===== config.mk =====
export PLATFORM = sky130hd
export DESIGN_NAME = cwf_top
export DESIGN_NICKNAME = d
export VERILOG_FILES = /design/src/common/cwf_pkg.sv /design/src/hw/cwf_filter.sv /design/src/hw/cwf_window.sv /design/src/hw/cwf_top.sv
export SDC_FILE = /design/constraint.sdc
export NUM_CORES = 1
export LEC_CHECK = 0
export ABC_AREA = 1
export BUFFER_PORTS_ARGS = -buffer_cell sky130_fd_sc_hd__buf_2
export CORE_UTILIZATION = 60
export CTS_CLUSTER_SIZE = 14
export DETAILED_ROUTE_END_ITERATION = 12
export GPL_ROUTABILITY_DRIVEN = 0
export PLACE_DENSITY = 0.85
export REMOVE_ABC_BUFFERS = 1
export SETUP_SLACK_MARGIN = 0.3
export SYNTH_ARGS = -nofsm -noshare
export SYNTH_HDL_FRONTEND = slang
export SYNTH_SLANG_ARGS = --single-unit

===== constraint.sdc =====
create_clock -name core_clk_i -period 8.3 [get_ports core_clk_i]
set_input_delay 0.83 -clock core_clk_i [delete_from_list [all_inputs] [get_ports core_clk_i]]
set_output_delay 0.83 -clock core_clk_i [all_outputs]
set_load 0.01 [all_outputs]

===== src/common/cwf_pkg.sv =====
package cwf_pkg;

  // ---------------------------------------------------------------------------
  // Register map
  // ---------------------------------------------------------------------------
  localparam logic [7:0] CWF_WIN_CFG0_OFF  = 8'h80;
  localparam logic [7:0] CWF_WIN_CFG1_OFF  = 8'h84;
  localparam logic [7:0] CWF_WIN_CFG2_OFF  = 8'h88;
  localparam logic [7:0] CWF_WIN_CFG3_OFF  = 8'h8c;
  localparam logic [7:0] CWF_CH_CFG_BASE   = 8'h00;
  localparam logic [7:0] CWF_IRQ_STAT_OFF  = 8'hc0;
  localparam logic [7:0] CWF_IRQ_CLR_OFF   = 8'hc4;
  localparam logic [7:0] CWF_IRQ_EN_OFF    = 8'hc8;
  localparam logic [7:0] CWF_STATE_OFF     = 8'hcc;

  localparam logic [31:0] CWF_REG_RESET    = 32'h0000_0000;

  // ---------------------------------------------------------------------------
  // Field positions
  // ---------------------------------------------------------------------------
  localparam int CWF_WMODE_BIT   = 16;
  localparam int CWF_WGATE_BIT   = 11;
  localparam int CWF_WSRC_LSB    = 8;
  localparam int CWF_WIRQ_LSB    = 0;
  localparam int CWF_FILTER_LENGTH_EXP_LSB    = 0;
  localparam int CWF_HYS_LSB     = 8;

  localparam int CWF_FILTER_LENGTH_EXP_W      = 3;
  localparam int CWF_HYS_W       = 7;
  localparam int CWF_CNT_W       = 8;
  localparam int CWF_PAIRS       = 4;
  localparam int CWF_CHANS       = 8;

  // ---------------------------------------------------------------------------
  // Encodings
  // ---------------------------------------------------------------------------
  typedef enum logic [2:0] {
    CWF_EV_RISE    = 3'h0,
    CWF_EV_FALL    = 3'h1,
    CWF_EV_TOGGLE  = 3'h2,
    CWF_EV_INSIDE  = 3'h3,
    CWF_EV_OUTSIDE = 3'h4,
    CWF_EV_DONE    = 3'h5
  } cwf_evsrc_e;

  typedef enum logic [1:0] {
    CWF_IRQ_ENTER  = 2'h0,
    CWF_IRQ_LEAVE  = 2'h1,
    CWF_IRQ_TOGGLE = 2'h2,
    CWF_IRQ_DONE   = 2'h3
  } cwf_irqsel_e;

  typedef struct packed {
    logic        mode_on;
    logic        gate;
    logic [2:0]  src;
    logic [1:0]  irq_sel;
  } cwf_wcfg_s;

  typedef struct packed {
    logic [CWF_FILTER_LENGTH_EXP_W-1:0] filter_length_exp;
    logic [CWF_HYS_W-1:0]  filter_hysteresis;
  } cwf_ccfg_s;

endpackage


===== src/hw/cwf_filter.sv =====
module cwf_filter (
  input  wire logic                          core_clk_i,
  input  wire logic                          reset_n_i,
  input  wire logic                          raw_i,
  input  wire logic                          ready_i,
  input  wire cwf_pkg::cwf_ccfg_s            cfg_i,
  output logic                               comp_o,
  output logic                               done_o
);
  import cwf_pkg::*;

  logic [CWF_CNT_W:0]   ones_counter_reg;
  logic [CWF_CNT_W:0]   sample_cnt_reg;
  logic [CWF_CNT_W:0]   block_size;
  logic [CWF_CNT_W:0]   half_size;
  logic [CWF_CNT_W+1:0] upper_thr;
  logic [CWF_CNT_W+1:0] lower_thr;
  logic [CWF_CNT_W:0]   ones_total;
  logic                 last_sample;

  assign block_size  = (CWF_CNT_W+1)'(1) << cfg_i.filter_length_exp;
  assign half_size   = block_size >> 1;
  assign upper_thr   = (CWF_CNT_W+2)'(half_size) + (CWF_CNT_W+2)'(cfg_i.filter_hysteresis); // [RULE_06]
  assign lower_thr   = ((CWF_CNT_W+2)'(half_size) > (CWF_CNT_W+2)'(cfg_i.filter_hysteresis)) ?
                       (CWF_CNT_W+2)'(half_size) - (CWF_CNT_W+2)'(cfg_i.filter_hysteresis) :
                       (CWF_CNT_W+2)'(0);
  assign last_sample = (sample_cnt_reg == block_size - (CWF_CNT_W+1)'(1));
  assign ones_total  = ones_counter_reg + (CWF_CNT_W+1)'(raw_i);

  // ---------------------------------------------------------------------------
  // Sampling and majority decision
  // ---------------------------------------------------------------------------
  // The raw input is already synchronised upstream, so no extra stage here.
  always_ff @(posedge core_clk_i or negedge reset_n_i) begin
    if (!reset_n_i) begin
      ones_counter_reg <= '0;
      sample_cnt_reg   <= '0;
      comp_o           <= 1'b0;
      done_o           <= 1'b0;
    end else if (cfg_i.filter_length_exp == '0) begin
      comp_o           <= raw_i; // [RULE_02]
      done_o           <= ready_i;
      ones_counter_reg <= '0;
      sample_cnt_reg   <= '0;
    end else begin
      done_o <= 1'b0;
      if (last_sample) begin
        sample_cnt_reg   <= '0;
        ones_counter_reg <= '0;
        done_o           <= 1'b1;
        if ((CWF_CNT_W+2)'(ones_total) >= upper_thr) begin
          comp_o <= 1'b1; // [RULE_03]
        end else if ((CWF_CNT_W+2)'(ones_total) < lower_thr) begin
          comp_o <= 1'b0; // [RULE_04]
        end
        // Between the thresholds the previous result is kept. [RULE_05]
      end else begin
        sample_cnt_reg   <= sample_cnt_reg + (CWF_CNT_W+1)'(1);
        ones_counter_reg <= ones_total; // [RULE_01]
      end
    end
  end

endmodule


===== src/hw/cwf_window.sv =====
module cwf_window (
  input  wire logic                 core_clk_i,
  input  wire logic                 reset_n_i,
  input  wire logic                 comp_lo_i,
  input  wire logic                 comp_hi_i,
  input  wire logic                 done_lo_i,
  input  wire logic                 done_hi_i,
  input  wire cwf_pkg::cwf_wcfg_s   cfg_i,
  output logic                      inside_o,
  output logic                      event_o,
  output logic                      irq_o
);
  import cwf_pkg::*;

  logic inside_reg;
  logic done_lo_reg;
  logic done_hi_reg;
  logic inside_now;
  logic rise;
  logic fall;
  logic both_done;
  logic ev_raw;
  logic irq_raw;

  // Inside the window: above the low threshold and below the high one.
  assign inside_now = comp_lo_i & ~comp_hi_i;
  assign rise       = inside_now & ~inside_reg;
  assign fall       = ~inside_now & inside_reg;
  assign both_done  = (done_lo_reg | done_lo_i) & (done_hi_reg | done_hi_i);

  always_comb begin
    case (cwf_evsrc_e'(cfg_i.src)) // [RULE_10]
      CWF_EV_RISE:    ev_raw = rise;
      CWF_EV_FALL:    ev_raw = fall;
      CWF_EV_TOGGLE:  ev_raw = rise | fall;
      CWF_EV_INSIDE:  ev_raw = both_done & inside_now; // [RULE_13]
      CWF_EV_OUTSIDE: ev_raw = both_done & ~inside_now;
      CWF_EV_DONE:    ev_raw = both_done;
      default:        ev_raw = 1'b0; // [RULE_14]
    endcase
  end

  always_comb begin
    case (cwf_irqsel_e'(cfg_i.irq_sel)) // [RULE_11]
      CWF_IRQ_ENTER:  irq_raw = rise;
      CWF_IRQ_LEAVE:  irq_raw = fall;
      CWF_IRQ_TOGGLE: irq_raw = rise | fall;
      CWF_IRQ_DONE:   irq_raw = both_done;
      default:        irq_raw = 1'b0;
    endcase
  end

  always_ff @(posedge core_clk_i or negedge reset_n_i) begin
    if (!reset_n_i) begin
      inside_reg  <= 1'b0;
      done_lo_reg <= 1'b0;
      done_hi_reg <= 1'b0;
      inside_o    <= 1'b0;
      event_o     <= 1'b0;
      irq_o       <= 1'b0;
    end else begin
      inside_reg  <= inside_now;
      inside_o    <= inside_now & cfg_i.mode_on;
      // A channel that finished early waits here for its partner.
      done_lo_reg <= both_done ? 1'b0 : (done_lo_reg | done_lo_i);
      done_hi_reg <= both_done ? 1'b0 : (done_hi_reg | done_hi_i);
      event_o     <= cfg_i.mode_on & cfg_i.gate & ev_raw; // [RULE_08] [RULE_09]
      irq_o       <= cfg_i.mode_on & irq_raw; // [RULE_08]
    end
  end

endmodule


===== src/hw/cwf_top.sv =====
// Overview of operation
// [RULE_01] Count ones over two-power-length sample block.
// [RULE_02] Length exponent zero passes raw result.
// [RULE_03] Count at half plus hysteresis sets one.
// [RULE_04] Count below half minus hysteresis clears.
// [RULE_05] Between thresholds the result holds.
// [RULE_06] Hysteresis applies only with filter enabled.
// [RULE_07] Software keeps hysteresis below half block.
// [RULE_08] Bit 16 enables window mode per pair.
// [RULE_09] Gate bit allows or suppresses window events.
// [RULE_10] Three-bit source selects window event kind.
// [RULE_11] Two-bit select chooses window interrupt cause.
// [RULE_12] Channel events continue in window mode.
// [RULE_13] Events for inside, outside and pair done.
// [RULE_14] Reserved source encodings produce no event.
module cwf_top (
  input  wire logic                          core_clk_i,
  input  wire logic                          reset_n_i,
  input  wire logic [cwf_pkg::CWF_CHANS-1:0] comp_raw_i,
  input  wire logic [cwf_pkg::CWF_CHANS-1:0] comp_ready_i,
  input  wire logic [7:0]                    reg_addr_i,
  input  wire logic [31:0]                   reg_wdata_i,
  input  wire logic                          reg_wr_i,
  input  wire logic                          reg_rd_i,
  output logic      [31:0]                   reg_rdata_o,
  output logic      [cwf_pkg::CWF_CHANS-1:0] chan_out_o,
  output logic      [cwf_pkg::CWF_CHANS-1:0] chan_event_o,
  output logic      [cwf_pkg::CWF_PAIRS-1:0] win_out_o,
  output logic      [cwf_pkg::CWF_PAIRS-1:0] win_event_o,
  output logic                               irq_o
);
  import cwf_pkg::*;

  // ---------------------------------------------------------------------------
  // Input synchronisers
  // ---------------------------------------------------------------------------
  logic [CWF_CHANS-1:0] raw_meta_reg;
  logic [CWF_CHANS-1:0] raw_sync_reg;
  logic [CWF_CHANS-1:0] rdy_meta_reg;
  logic [CWF_CHANS-1:0] rdy_sync_reg;

  always_ff @(posedge core_clk_i or negedge reset_n_i) begin
    if (!reset_n_i) begin
      raw_meta_reg <= '0;
      raw_sync_reg <= '0;
      rdy_meta_reg <= '0;
      rdy_sync_reg <= '0;
    end else begin
      raw_meta_reg <= comp_raw_i;
      raw_sync_reg <= raw_meta_reg;
      rdy_meta_reg <= comp_ready_i;
      rdy_sync_reg <= rdy_meta_reg;
    end
  end

  // ---------------------------------------------------------------------------
  // Registers
  // ---------------------------------------------------------------------------
  logic [31:0]            win_cfg_reg [CWF_PAIRS];
  logic [31:0]            ch_cfg_reg  [CWF_CHANS];
  logic [CWF_PAIRS-1:0]   irq_stat_reg;
  logic [CWF_PAIRS-1:0]   irq_stat_next;
  logic [CWF_PAIRS-1:0]   irq_en_reg;

  function automatic cwf_wcfg_s win_fields(input logic [31:0] r);
    cwf_wcfg_s f;
    f.mode_on = r[CWF_WMODE_BIT];
    f.gate    = r[CWF_WGATE_BIT];
    f.src     = r[CWF_WSRC_LSB +: 3];
    f.irq_sel = r[CWF_WIRQ_LSB +: 2];
    return f;
  endfunction

  function automatic cwf_ccfg_s ch_fields(input logic [31:0] r);
    cwf_ccfg_s f;
    f.filter_length_exp = r[CWF_FILTER_LENGTH_EXP_LSB +: CWF_FILTER_LENGTH_EXP_W];
    f.filter_hysteresis  = r[CWF_HYS_LSB +: CWF_HYS_W];
    return f;
  endfunction

  function automatic logic [31:0] win_mask(input logic [31:0] d);
    logic [31:0] m;
    m = '0;
    m[CWF_WMODE_BIT]        = d[CWF_WMODE_BIT];
    m[CWF_WGATE_BIT]        = d[CWF_WGATE_BIT];
    m[CWF_WSRC_LSB +: 3]    = d[CWF_WSRC_LSB +: 3];
    m[CWF_WIRQ_LSB +: 2]    = d[CWF_WIRQ_LSB +: 2];
    return m;
  endfunction

  function automatic logic [31:0] ch_mask(input logic [31:0] d);
    logic [31:0] m;
    m = '0;
    m[CWF_FILTER_LENGTH_EXP_LSB +: CWF_FILTER_LENGTH_EXP_W] = d[CWF_FILTER_LENGTH_EXP_LSB +: CWF_FILTER_LENGTH_EXP_W];
    m[CWF_HYS_LSB +: CWF_HYS_W]   = d[CWF_HYS_LSB +: CWF_HYS_W];
    return m;
  endfunction

  always_ff @(posedge core_clk_i or negedge reset_n_i) begin
    if (!reset_n_i) begin
      for (int i = 0; i < CWF_PAIRS; i++) begin
        win_cfg_reg[i] <= CWF_REG_RESET;
      end
      for (int i = 0; i < CWF_CHANS; i++) begin
        ch_cfg_reg[i] <= CWF_REG_RESET;
      end
      irq_en_reg <= '0;
    end else if (reg_wr_i) begin
      for (int i = 0; i < CWF_PAIRS; i++) begin
        if (reg_addr_i == CWF_WIN_CFG0_OFF + 8'(4 * i)) begin
          win_cfg_reg[i] <= win_mask(reg_wdata_i);
        end
      end
      for (int i = 0; i < CWF_CHANS; i++) begin
        if (reg_addr_i == CWF_CH_CFG_BASE + 8'(4 * i)) begin
          ch_cfg_reg[i] <= ch_mask(reg_wdata_i);
        end
      end
      if (reg_addr_i == CWF_IRQ_EN_OFF) begin
        irq_en_reg <= reg_wdata_i[CWF_PAIRS-1:0];
      end
    end
  end

  // ---------------------------------------------------------------------------
  // Filters, one per channel
  // ---------------------------------------------------------------------------
  logic [CWF_CHANS-1:0] comp_f;
  logic [CWF_CHANS-1:0] done_f;
  logic [CWF_CHANS-1:0] comp_d_reg;

  for (genvar c = 0; c < CWF_CHANS; c++) begin : g_ch
    cwf_filter u_filter (
      .core_clk_i (core_clk_i),
      .reset_n_i  (reset_n_i),
      .raw_i      (raw_sync_reg[c]),
      .ready_i    (rdy_sync_reg[c]),
      .cfg_i      (ch_fields(ch_cfg_reg[c])),
      .comp_o     (comp_f[c]),
      .done_o     (done_f[c])
    );
  end

  // Channel outputs and toggle events run regardless of window mode. [RULE_12]
  always_ff @(posedge core_clk_i or negedge reset_n_i) begin
    if (!reset_n_i) begin
      comp_d_reg   <= '0;
      chan_out_o   <= '0;
      chan_event_o <= '0;
    end else begin
      comp_d_reg   <= comp_f;
      chan_out_o   <= comp_f;
      chan_event_o <= comp_f ^ comp_d_reg; // [RULE_12]
    end
  end

  // ---------------------------------------------------------------------------
  // Window pairs
  // ---------------------------------------------------------------------------
  logic [CWF_PAIRS-1:0] win_inside;
  logic [CWF_PAIRS-1:0] win_ev;
  logic [CWF_PAIRS-1:0] win_irq;

  for (genvar p = 0; p < CWF_PAIRS; p++) begin : g_pair
    cwf_window u_window (
      .core_clk_i (core_clk_i),
      .reset_n_i  (reset_n_i),
      .comp_lo_i  (comp_f[2*p]),
      .comp_hi_i  (comp_f[2*p+1]),
      .done_lo_i  (done_f[2*p]),
      .done_hi_i  (done_f[2*p+1]),
      .cfg_i      (win_fields(win_cfg_reg[p])),
      .inside_o   (win_inside[p]),
      .event_o    (win_ev[p]),
      .irq_o      (win_irq[p])
    );
  end

  always_ff @(posedge core_clk_i or negedge reset_n_i) begin
    if (!reset_n_i) begin
      win_out_o   <= '0;
      win_event_o <= '0;
    end else begin
      win_out_o   <= win_inside;
      win_event_o <= win_ev; // [RULE_09]
    end
  end

  // ---------------------------------------------------------------------------
  // Interrupt status
  // ---------------------------------------------------------------------------
  // A new window interrupt in the clearing cycle stays set, so none is lost.
  always_comb begin
    irq_stat_next = irq_stat_reg;
    if (reg_wr_i && reg_addr_i == CWF_IRQ_CLR_OFF) begin
      irq_stat_next = irq_stat_next & ~reg_wdata_i[CWF_PAIRS-1:0];
    end
    irq_stat_next = irq_stat_next | win_irq; // [RULE_11]
  end

  always_ff @(posedge core_clk_i or negedge reset_n_i) begin
    if (!reset_n_i) begin
      irq_stat_reg <= '0;
      irq_o        <= 1'b0;
    end else begin
      irq_stat_reg <= irq_stat_next;
      irq_o        <= |(irq_stat_next & irq_en_reg);
    end
  end

  // ---------------------------------------------------------------------------
  // Read port
  // ---------------------------------------------------------------------------
  logic [31:0] rd_mux;

  always_comb begin
    rd_mux = '0;
    for (int i = 0; i < CWF_PAIRS; i++) begin
      if (reg_addr_i == CWF_WIN_CFG0_OFF + 8'(4 * i)) begin
        rd_mux = win_cfg_reg[i];
      end
    end
    for (int i = 0; i < CWF_CHANS; i++) begin
      if (reg_addr_i == CWF_CH_CFG_BASE + 8'(4 * i)) begin
        rd_mux = ch_cfg_reg[i];
      end
    end
    if (reg_addr_i == CWF_IRQ_STAT_OFF) begin
      rd_mux = 32'(irq_stat_reg);
    end
    if (reg_addr_i == CWF_IRQ_EN_OFF) begin
      rd_mux = 32'(irq_en_reg);
    end
    if (reg_addr_i == CWF_STATE_OFF) begin
      rd_mux = {8'h00, 4'h0, win_out_o, 8'h00, chan_out_o};
    end
  end

  always_ff @(posedge core_clk_i or negedge reset_n_i) begin
    if (!reset_n_i) begin
      reg_rdata_o <= '0;
    end else if (reg_rd_i) begin
      reg_rdata_o <= rd_mux;
    end else begin
      reg_rdata_o <= '0;
    end
  end

endmodule


# ---- Word level (Yosys, flattened, before mapping)
# Cells that the tools add are included.
dict set report totals {
  output_inout_bits 57
  elab_cells 453
  register_bits 389
  in_bits 60
}
dict set report op_classes {
  n_eq_ne 55
  n_reduce_logical 56
  n_lt_le_gt_ge 24
  mux 121
  addsub 40
  shifts 8
  bitwise_logic 69
}
# op n
set ops {}
lappend ops {{$mux 32} 15}
lappend ops {{$mux 9} 32}
lappend ops {{$ge 9x10->1} 8}
lappend ops {{$lt 9x10->1} 8}
lappend ops {{$mux 10} 8}
lappend ops {{$add 8x7->9} 8}
lappend ops {{$add 9x1->9} 8}
lappend ops {{$add 9x1->9 const B} 8}
lappend ops {{$eq 9x9->1} 8}
lappend ops {{$shl 1x3->9 const A} 8}
lappend ops {{$sub 8x7->9} 8}
lappend ops {{$sub 9x1->9 const B} 8}
lappend ops {{$eq 8x8->1 const B} 8}
lappend ops {{$gt 8x7->1} 8}
lappend ops {{$mux 1} 56}
lappend ops {{$reduce_and 2->1} 21}
lappend ops {{$and 1x1->1} 40}
lappend ops {{$logic_not 3->1} 12}
lappend ops {{$eq 8x5->1 const B} 4}
lappend ops {{$eq 3x2->1 const B} 8}
lappend ops {{$eq 3x3->1 const B} 8}
lappend ops {{$pmux 1 s6} 4}
lappend ops {{$reduce_bool 3->1} 8}
lappend ops {{$mux 17} 1}
lappend ops {{18 further kinds} 68}

# ---- Logic depth before layout (Yosys ltp)
dict set report depth {
  ltp_word 17
  depth_mapped 27
  depth_no_buf 26
}

# ---- Hierarchy
# A second synthesis with hierarchy kept.
dict set report hier_totals {
  cells_unflattened 3369
  area_unflattened_um2 26578.0
}
# module cells_each seq_area_each_um2 instances area_per_inst_um2
set modules_own_cells {}
lappend modules_own_cells {{cwf_filter (g_ch[2].u_filter ...)} 300 500.5 4 2183.3}
lappend modules_own_cells {cwf_top 776 4804.6 1 7606.0}
lappend modules_own_cells {{cwf_filter (g_ch[0].u_filter ...)} 297 500.5 3 2189.6}
lappend modules_own_cells {{cwf_filter (g_ch[3].u_filter)} 302 500.5 1 2208.4}
lappend modules_own_cells {cwf_window 50 150.1 4 365.4}

# ---- Least setup slack after synthesis
# No wires, ideal clock.
dict set report synth_path {
  path_kind {flip-flop to flip-flop}
  from {register ch_cfg_reg[130] in the netlist's numbering}
  to {register g_ch[3].u_filter.comp_o}
  n_path_buf 0
  stages_incl_launch_ff 22
  arrival_ps 3120
  synth_period_minus_slack_ps 3237
  required_time_ps 8183
  setup_time_ps 117
  path_slack_ps 5063
  cell_sequence {dfrtp_1 -> inv_2 -> nand2_2 -> nor2_1 -> ha_1 -> nor2_1 -> a21oi_2 -> o21a_1 -> o21ai_1 -> a21o_1 -> a21oi_1 -> ha_1 -> nand3_1 -> or3_1 -> nand4_1 -> nor2_1 -> nand2_1 -> inv_1 -> nand2_1 -> nand2_1 -> nand2_1 -> nand2_1}
}
dict set report synth_via {
  elab_chain_cells 6
  elab_cells_between_ends 16
  classes_between {add/sub (3); order compare (3); eq/ne (1); shift (1); mux (4); reduce/logical (4)}
}
# element line
set synth_rtl {}
lappend synth_rtl {{start: declaration} cwf_top.sv:60} ;# logic [31:0] ch_cfg_reg [CWF_CHANS];
lappend synth_rtl {{start signal: indexed assignment} cwf_top.sv:116} ;# ch_cfg_reg[i] <= ch_mask(reg_wdata_i);
lappend synth_rtl {{$shl 1x3->9} cwf_filter.sv:21} ;# assign block_size = (CWF_CNT_W+1)'(1) << cfg_i.filter_length_exp;
lappend synth_rtl {{$sub 8x7->9, or another cell as far along} cwf_filter.sv:25} ;# (CWF_CNT_W+2)'(half_size) - (CWF_CNT_W+2)'(cfg_i.filter_hysteresis) :
lappend synth_rtl {{$mux 10 or $ge 9x10->1 (tied branches)} {cwf_filter.sv:24, cwf_filter.sv:51}}
lappend synth_rtl {{$lt 9x10->1 or $mux 1 (tied branches)} {cwf_filter.sv:53, cwf_filter.sv:51}}
lappend synth_rtl {{$reduce_bool 3->1 (no line) or $mux 1 (tied branches)} --}
lappend synth_rtl {{$reduce_and 2->1 (no line) or $mux 1 (tied branches)} --}
lappend synth_rtl {{end signal: assignment} cwf_filter.sv:41} ;# comp_o <= raw_i;
lappend synth_rtl {{end: declaration} cwf_filter.sv:7} ;# output logic comp_o,
# Parallel ways exist; a longest one is shown, timed or not. The select of a mux whose other input is x is not followed.
# A chain may end at the register's enable or synchronous reset.

# ---- Worst setup path after layout
# Same ends and word-level chain as after synthesis.

==> qor.txt <==
Status: completed
CP delay by family, top: simple AND/OR/NAND/NOR gates
Leak: 14.7 nW
CP max-delay cell: dfrtp_1
Vias post-DR: 21500
Drt drc: 0
Synth Instances: 3287
Number of buffers created by CTS: 43
Worst Clk Skew: 0.0207 ns
Seq cells post-synth: 376
Initial Util: 60.7%
GRT Residual Overflow: 0
Worst path buffer plus inverter count: 3
PortBufs: 83
H-tree depth: 2
Fill cells: 3408
Yosys cell types: 63
Slew Limit Fails: 0
Post-DP HPWL: 45.3 mm
Syn-to-layout area delta: 8.94%
Cell area power density: 186 nW/um^2
Synth area leader: dfrtp_1
Rel. slew slack: 25.1%
WP data arrival: 4.39 ns
Reg area: 9410 sq um
Clock sink count: 376
Antenna violations before repair: 2
Setup tns final: 0 ns
Worst-skew pair later-pin latency: 0.59 ns
RSZ-0062 raised after global routing: no
Worst hold slack: 0.307 ns
Wire length per cell: 15.2 um
CTS tree: built
Reg2Reg Depth: 24
Largest cells by area after synthesis: dfrtp_1, ha_1, nand2_1, inv_1, nor2_1
YS warnings: 0
DRT iter0 DRCs: 1827
Final Hold Vio Count: 0
Crit path time final: 3.88 ns
Deepest clock path buffer count: 3
Number of flops mapped to enable cells by yosys: 0
Core Area: 41900 sq um
Final ANT Viol Nets: 0
Sequential area share after synthesis: 36.9%
Post-CTS sizing: 0
Critical Path Stages: 24
Die area: 43300 sq um
Clock-pin slew on the worst setup and hold paths: 0.06 ns
Synth top area share: 36.9%
Synthesized area: 25500 sq um
Final std cell area, no fill: 27800 sq um
Slowest cell delay on critical path: 0.47 ns
Worst-Margin Slew: 1.12 ns
Critical path startpoint category: flip-flop
Worst hold path class: in -> async
Setup bufs post-CTS: 0
Final worst path period share: 46.7%
Peak VDD IR: 0.173 mV
Crit path max fanout: 8
Global-route wire length before repair: 98.8 mm
Drt total wl: 59.8 mm
Final setup fails: 0
Row cnt: 75
DP Area: 26200 sq um
Vias per cell: 5.47
Die Ht: 208 um
Critical path class: reg -> reg
Crit end category: flip-flop
Die X: 208 um
Max_cap viols: 0
Most used cell, CP: nand2_1
Largest net degree at the start of global routing: 109
I/O pin cnt: 117
CTS root buffer: clkbuf_16
Mean Syn Cell Area: 7.75 sq um
Critical Path, Cell by Cell: inv_2, nand2_2, nor2_1, ha_1, nor2_1, a21oi_2, o21a_1, o21ai_1, xor2_1, ha_1, nand2_1, inv_1, nand3_1, o21bai_1, nand3_1, nand3_1, nand4_1, nor2_1, nand2_1, inv_1, nand2_1, nand2_1, nand2_1, nand2_1
Vias in the first global route: 20800
Global-route usage over all layers: 28.0%
Primary FF master, synth: dfrtp_1
Max frequency: 258 MHz
Layout net count: 3679
Share of cells above drive strength 1: 8.63%
DRT Pass-1 Iters: 8
Asr flop ratio synth: 100%
Post-CTS Hold Buffers: 0
Max FFs per register: 80
Multi-input combinational cell area: 13700 sq um
Critical Path RT: 8.81 ns
[cells in the mapped netlist, types with 4 or more instances]
cell type,number
inv_2,26
inv_4,4
nand3b_1,21
nor2_2,17
nand3_1,103
nor3b_1,6
xnor2_1,18
o21ai_1,22
nand2_1,691
o22ai_1,8
a211oi_1,22
and3_1,5
nand4_2,4
a31oi_1,19
a221oi_1,4
nand4_1,53
o21ai_0,199
buf_6,6
o21a_1,10
buf_2,11
nor4_1,8
nor3_1,61
nor2_1,366
nand3_2,6
dfrtp_1,376
nand2_2,30
ha_1,240
o221ai_1,6
buf_4,31
o21bai_1,13
xor2_1,142
clkbuf_1,30
a21oi_1,144
inv_1,487
fa_1,16
o211ai_1,21
or2_2,12
nor2_4,7
[area by class of cell]
cell class,instances,share of cell area (%)
Multi-Input combinational cell,2333,49.4
Sequential cell,376,33.9
Inverter,519,7.06
Clock buffer,58,4.48
Tap cell,539,2.43
Timing Repair Buffer,90,1.72
Clock inverter,21,0.983
Antenna cell,2,0.0180
[metal layers]
layer	global-route usage, %	vias up	part of all wire, %
li1	-	10700	-
met3	4.80	176	6.2
met2	47.0	657	47
met4	13.6	2	4.8
met1	35.0	9992	42
met5	0	-	0.018
[layout by cell type (no fill, tap or decap), types with 18 or more instances in the layout]
cell | Yosys | routed
nand4_1 | 53 | 53
conb_1 | 2 | 21
nor2_1 | 366 | 366
o211ai_1 | 21 | 21
a21oi_1 | 144 | 144
nand3_1 | 103 | 103
a31oi_1 | 19 | 19
inv_1 | 487 | 487
dfrtp_1 | 376 | 376
clkbuf_16 | 0 | 44
o21ai_0 | 199 | 199
buf_2 | 11 | 82
inv_2 | 26 | 26
xor2_1 | 142 | 142
nand2_2 | 30 | 30
xnor2_1 | 18 | 18
nand2_1 | 691 | 691
nor3_1 | 61 | 61
nand3b_1 | 21 | 21
ha_1 | 240 | 240
o21ai_1 | 22 | 22
a211oi_1 | 22 | 22
[path summary, 6_finish.rpt]
path | startpoint | to | slack, ns
setup / recovery | ch_cfg_reg[130] | g_ch[3].u_filter.comp_o | 4.42
setup reg to reg | ch_cfg_reg[130] | g_ch[3].u_filter.comp_o | 4.42
min in group core_clk_i | raw_meta_reg[2] | raw_sync_reg[2] | 0.35
hold / removal | reset_n_i | comp_d_reg[7] | 0.31
max in group asynchronous | reset_n_i | win_event_o[0] | 6.59
hold reg to reg | raw_meta_reg[2] | raw_sync_reg[2] | 0.35
[through the flow]
stage / cells / setup slack, ns / power (mW) / utilization [%]
5_1_grt: 3937 / 4.12 / 5.44 / 66.2
6_report: 3938 / 4.42 / 5.16 / 66.2
2_1_floorplan: 3228 / 5.03 / 2.85 / -
3_5_place_dp: 3857 / 4.51 / 3.17 / 62.5
4_1_cts: 3936 / 4.43 / 5.19 / 66.2
3_3_place_gp: 3857 / 4.61 / 3.14 / 62.5
[power breakdown]
part / switching, mW / leakage [nW] / total [mW] / internal, mW
registers: 0.125 / 4.98 / 2.09 / 1.96
logic: 0.683 / 8.95 / 1.07 / 0.387
clock network: 0.789 / 0.733 / 2.00 / 1.21
[logic make-up (layout without fill, tap and decap cells)]
| kind of cell | count (synthesis) | count (layout) | synth area share (%) |
|---|---|---|---|
| flip-flops | 376 | 376 | 36.9 |
| AND/OR/NAND/NOR | 1402 | 1402 | 23.9 |
| buffers and inverters | 597 | 688 | 9.53 |
| AO/OA/AOI/OAI | 493 | 493 | 11.0 |
| XOR/XNOR | 161 | 161 | 5.56 |
| adder cells (fa/ha/maj) | 256 | 256 | 13.0 |
| other | 2 | 23 | 0.0295 |
No activity file was read; power rests on OpenSTA's default activity.
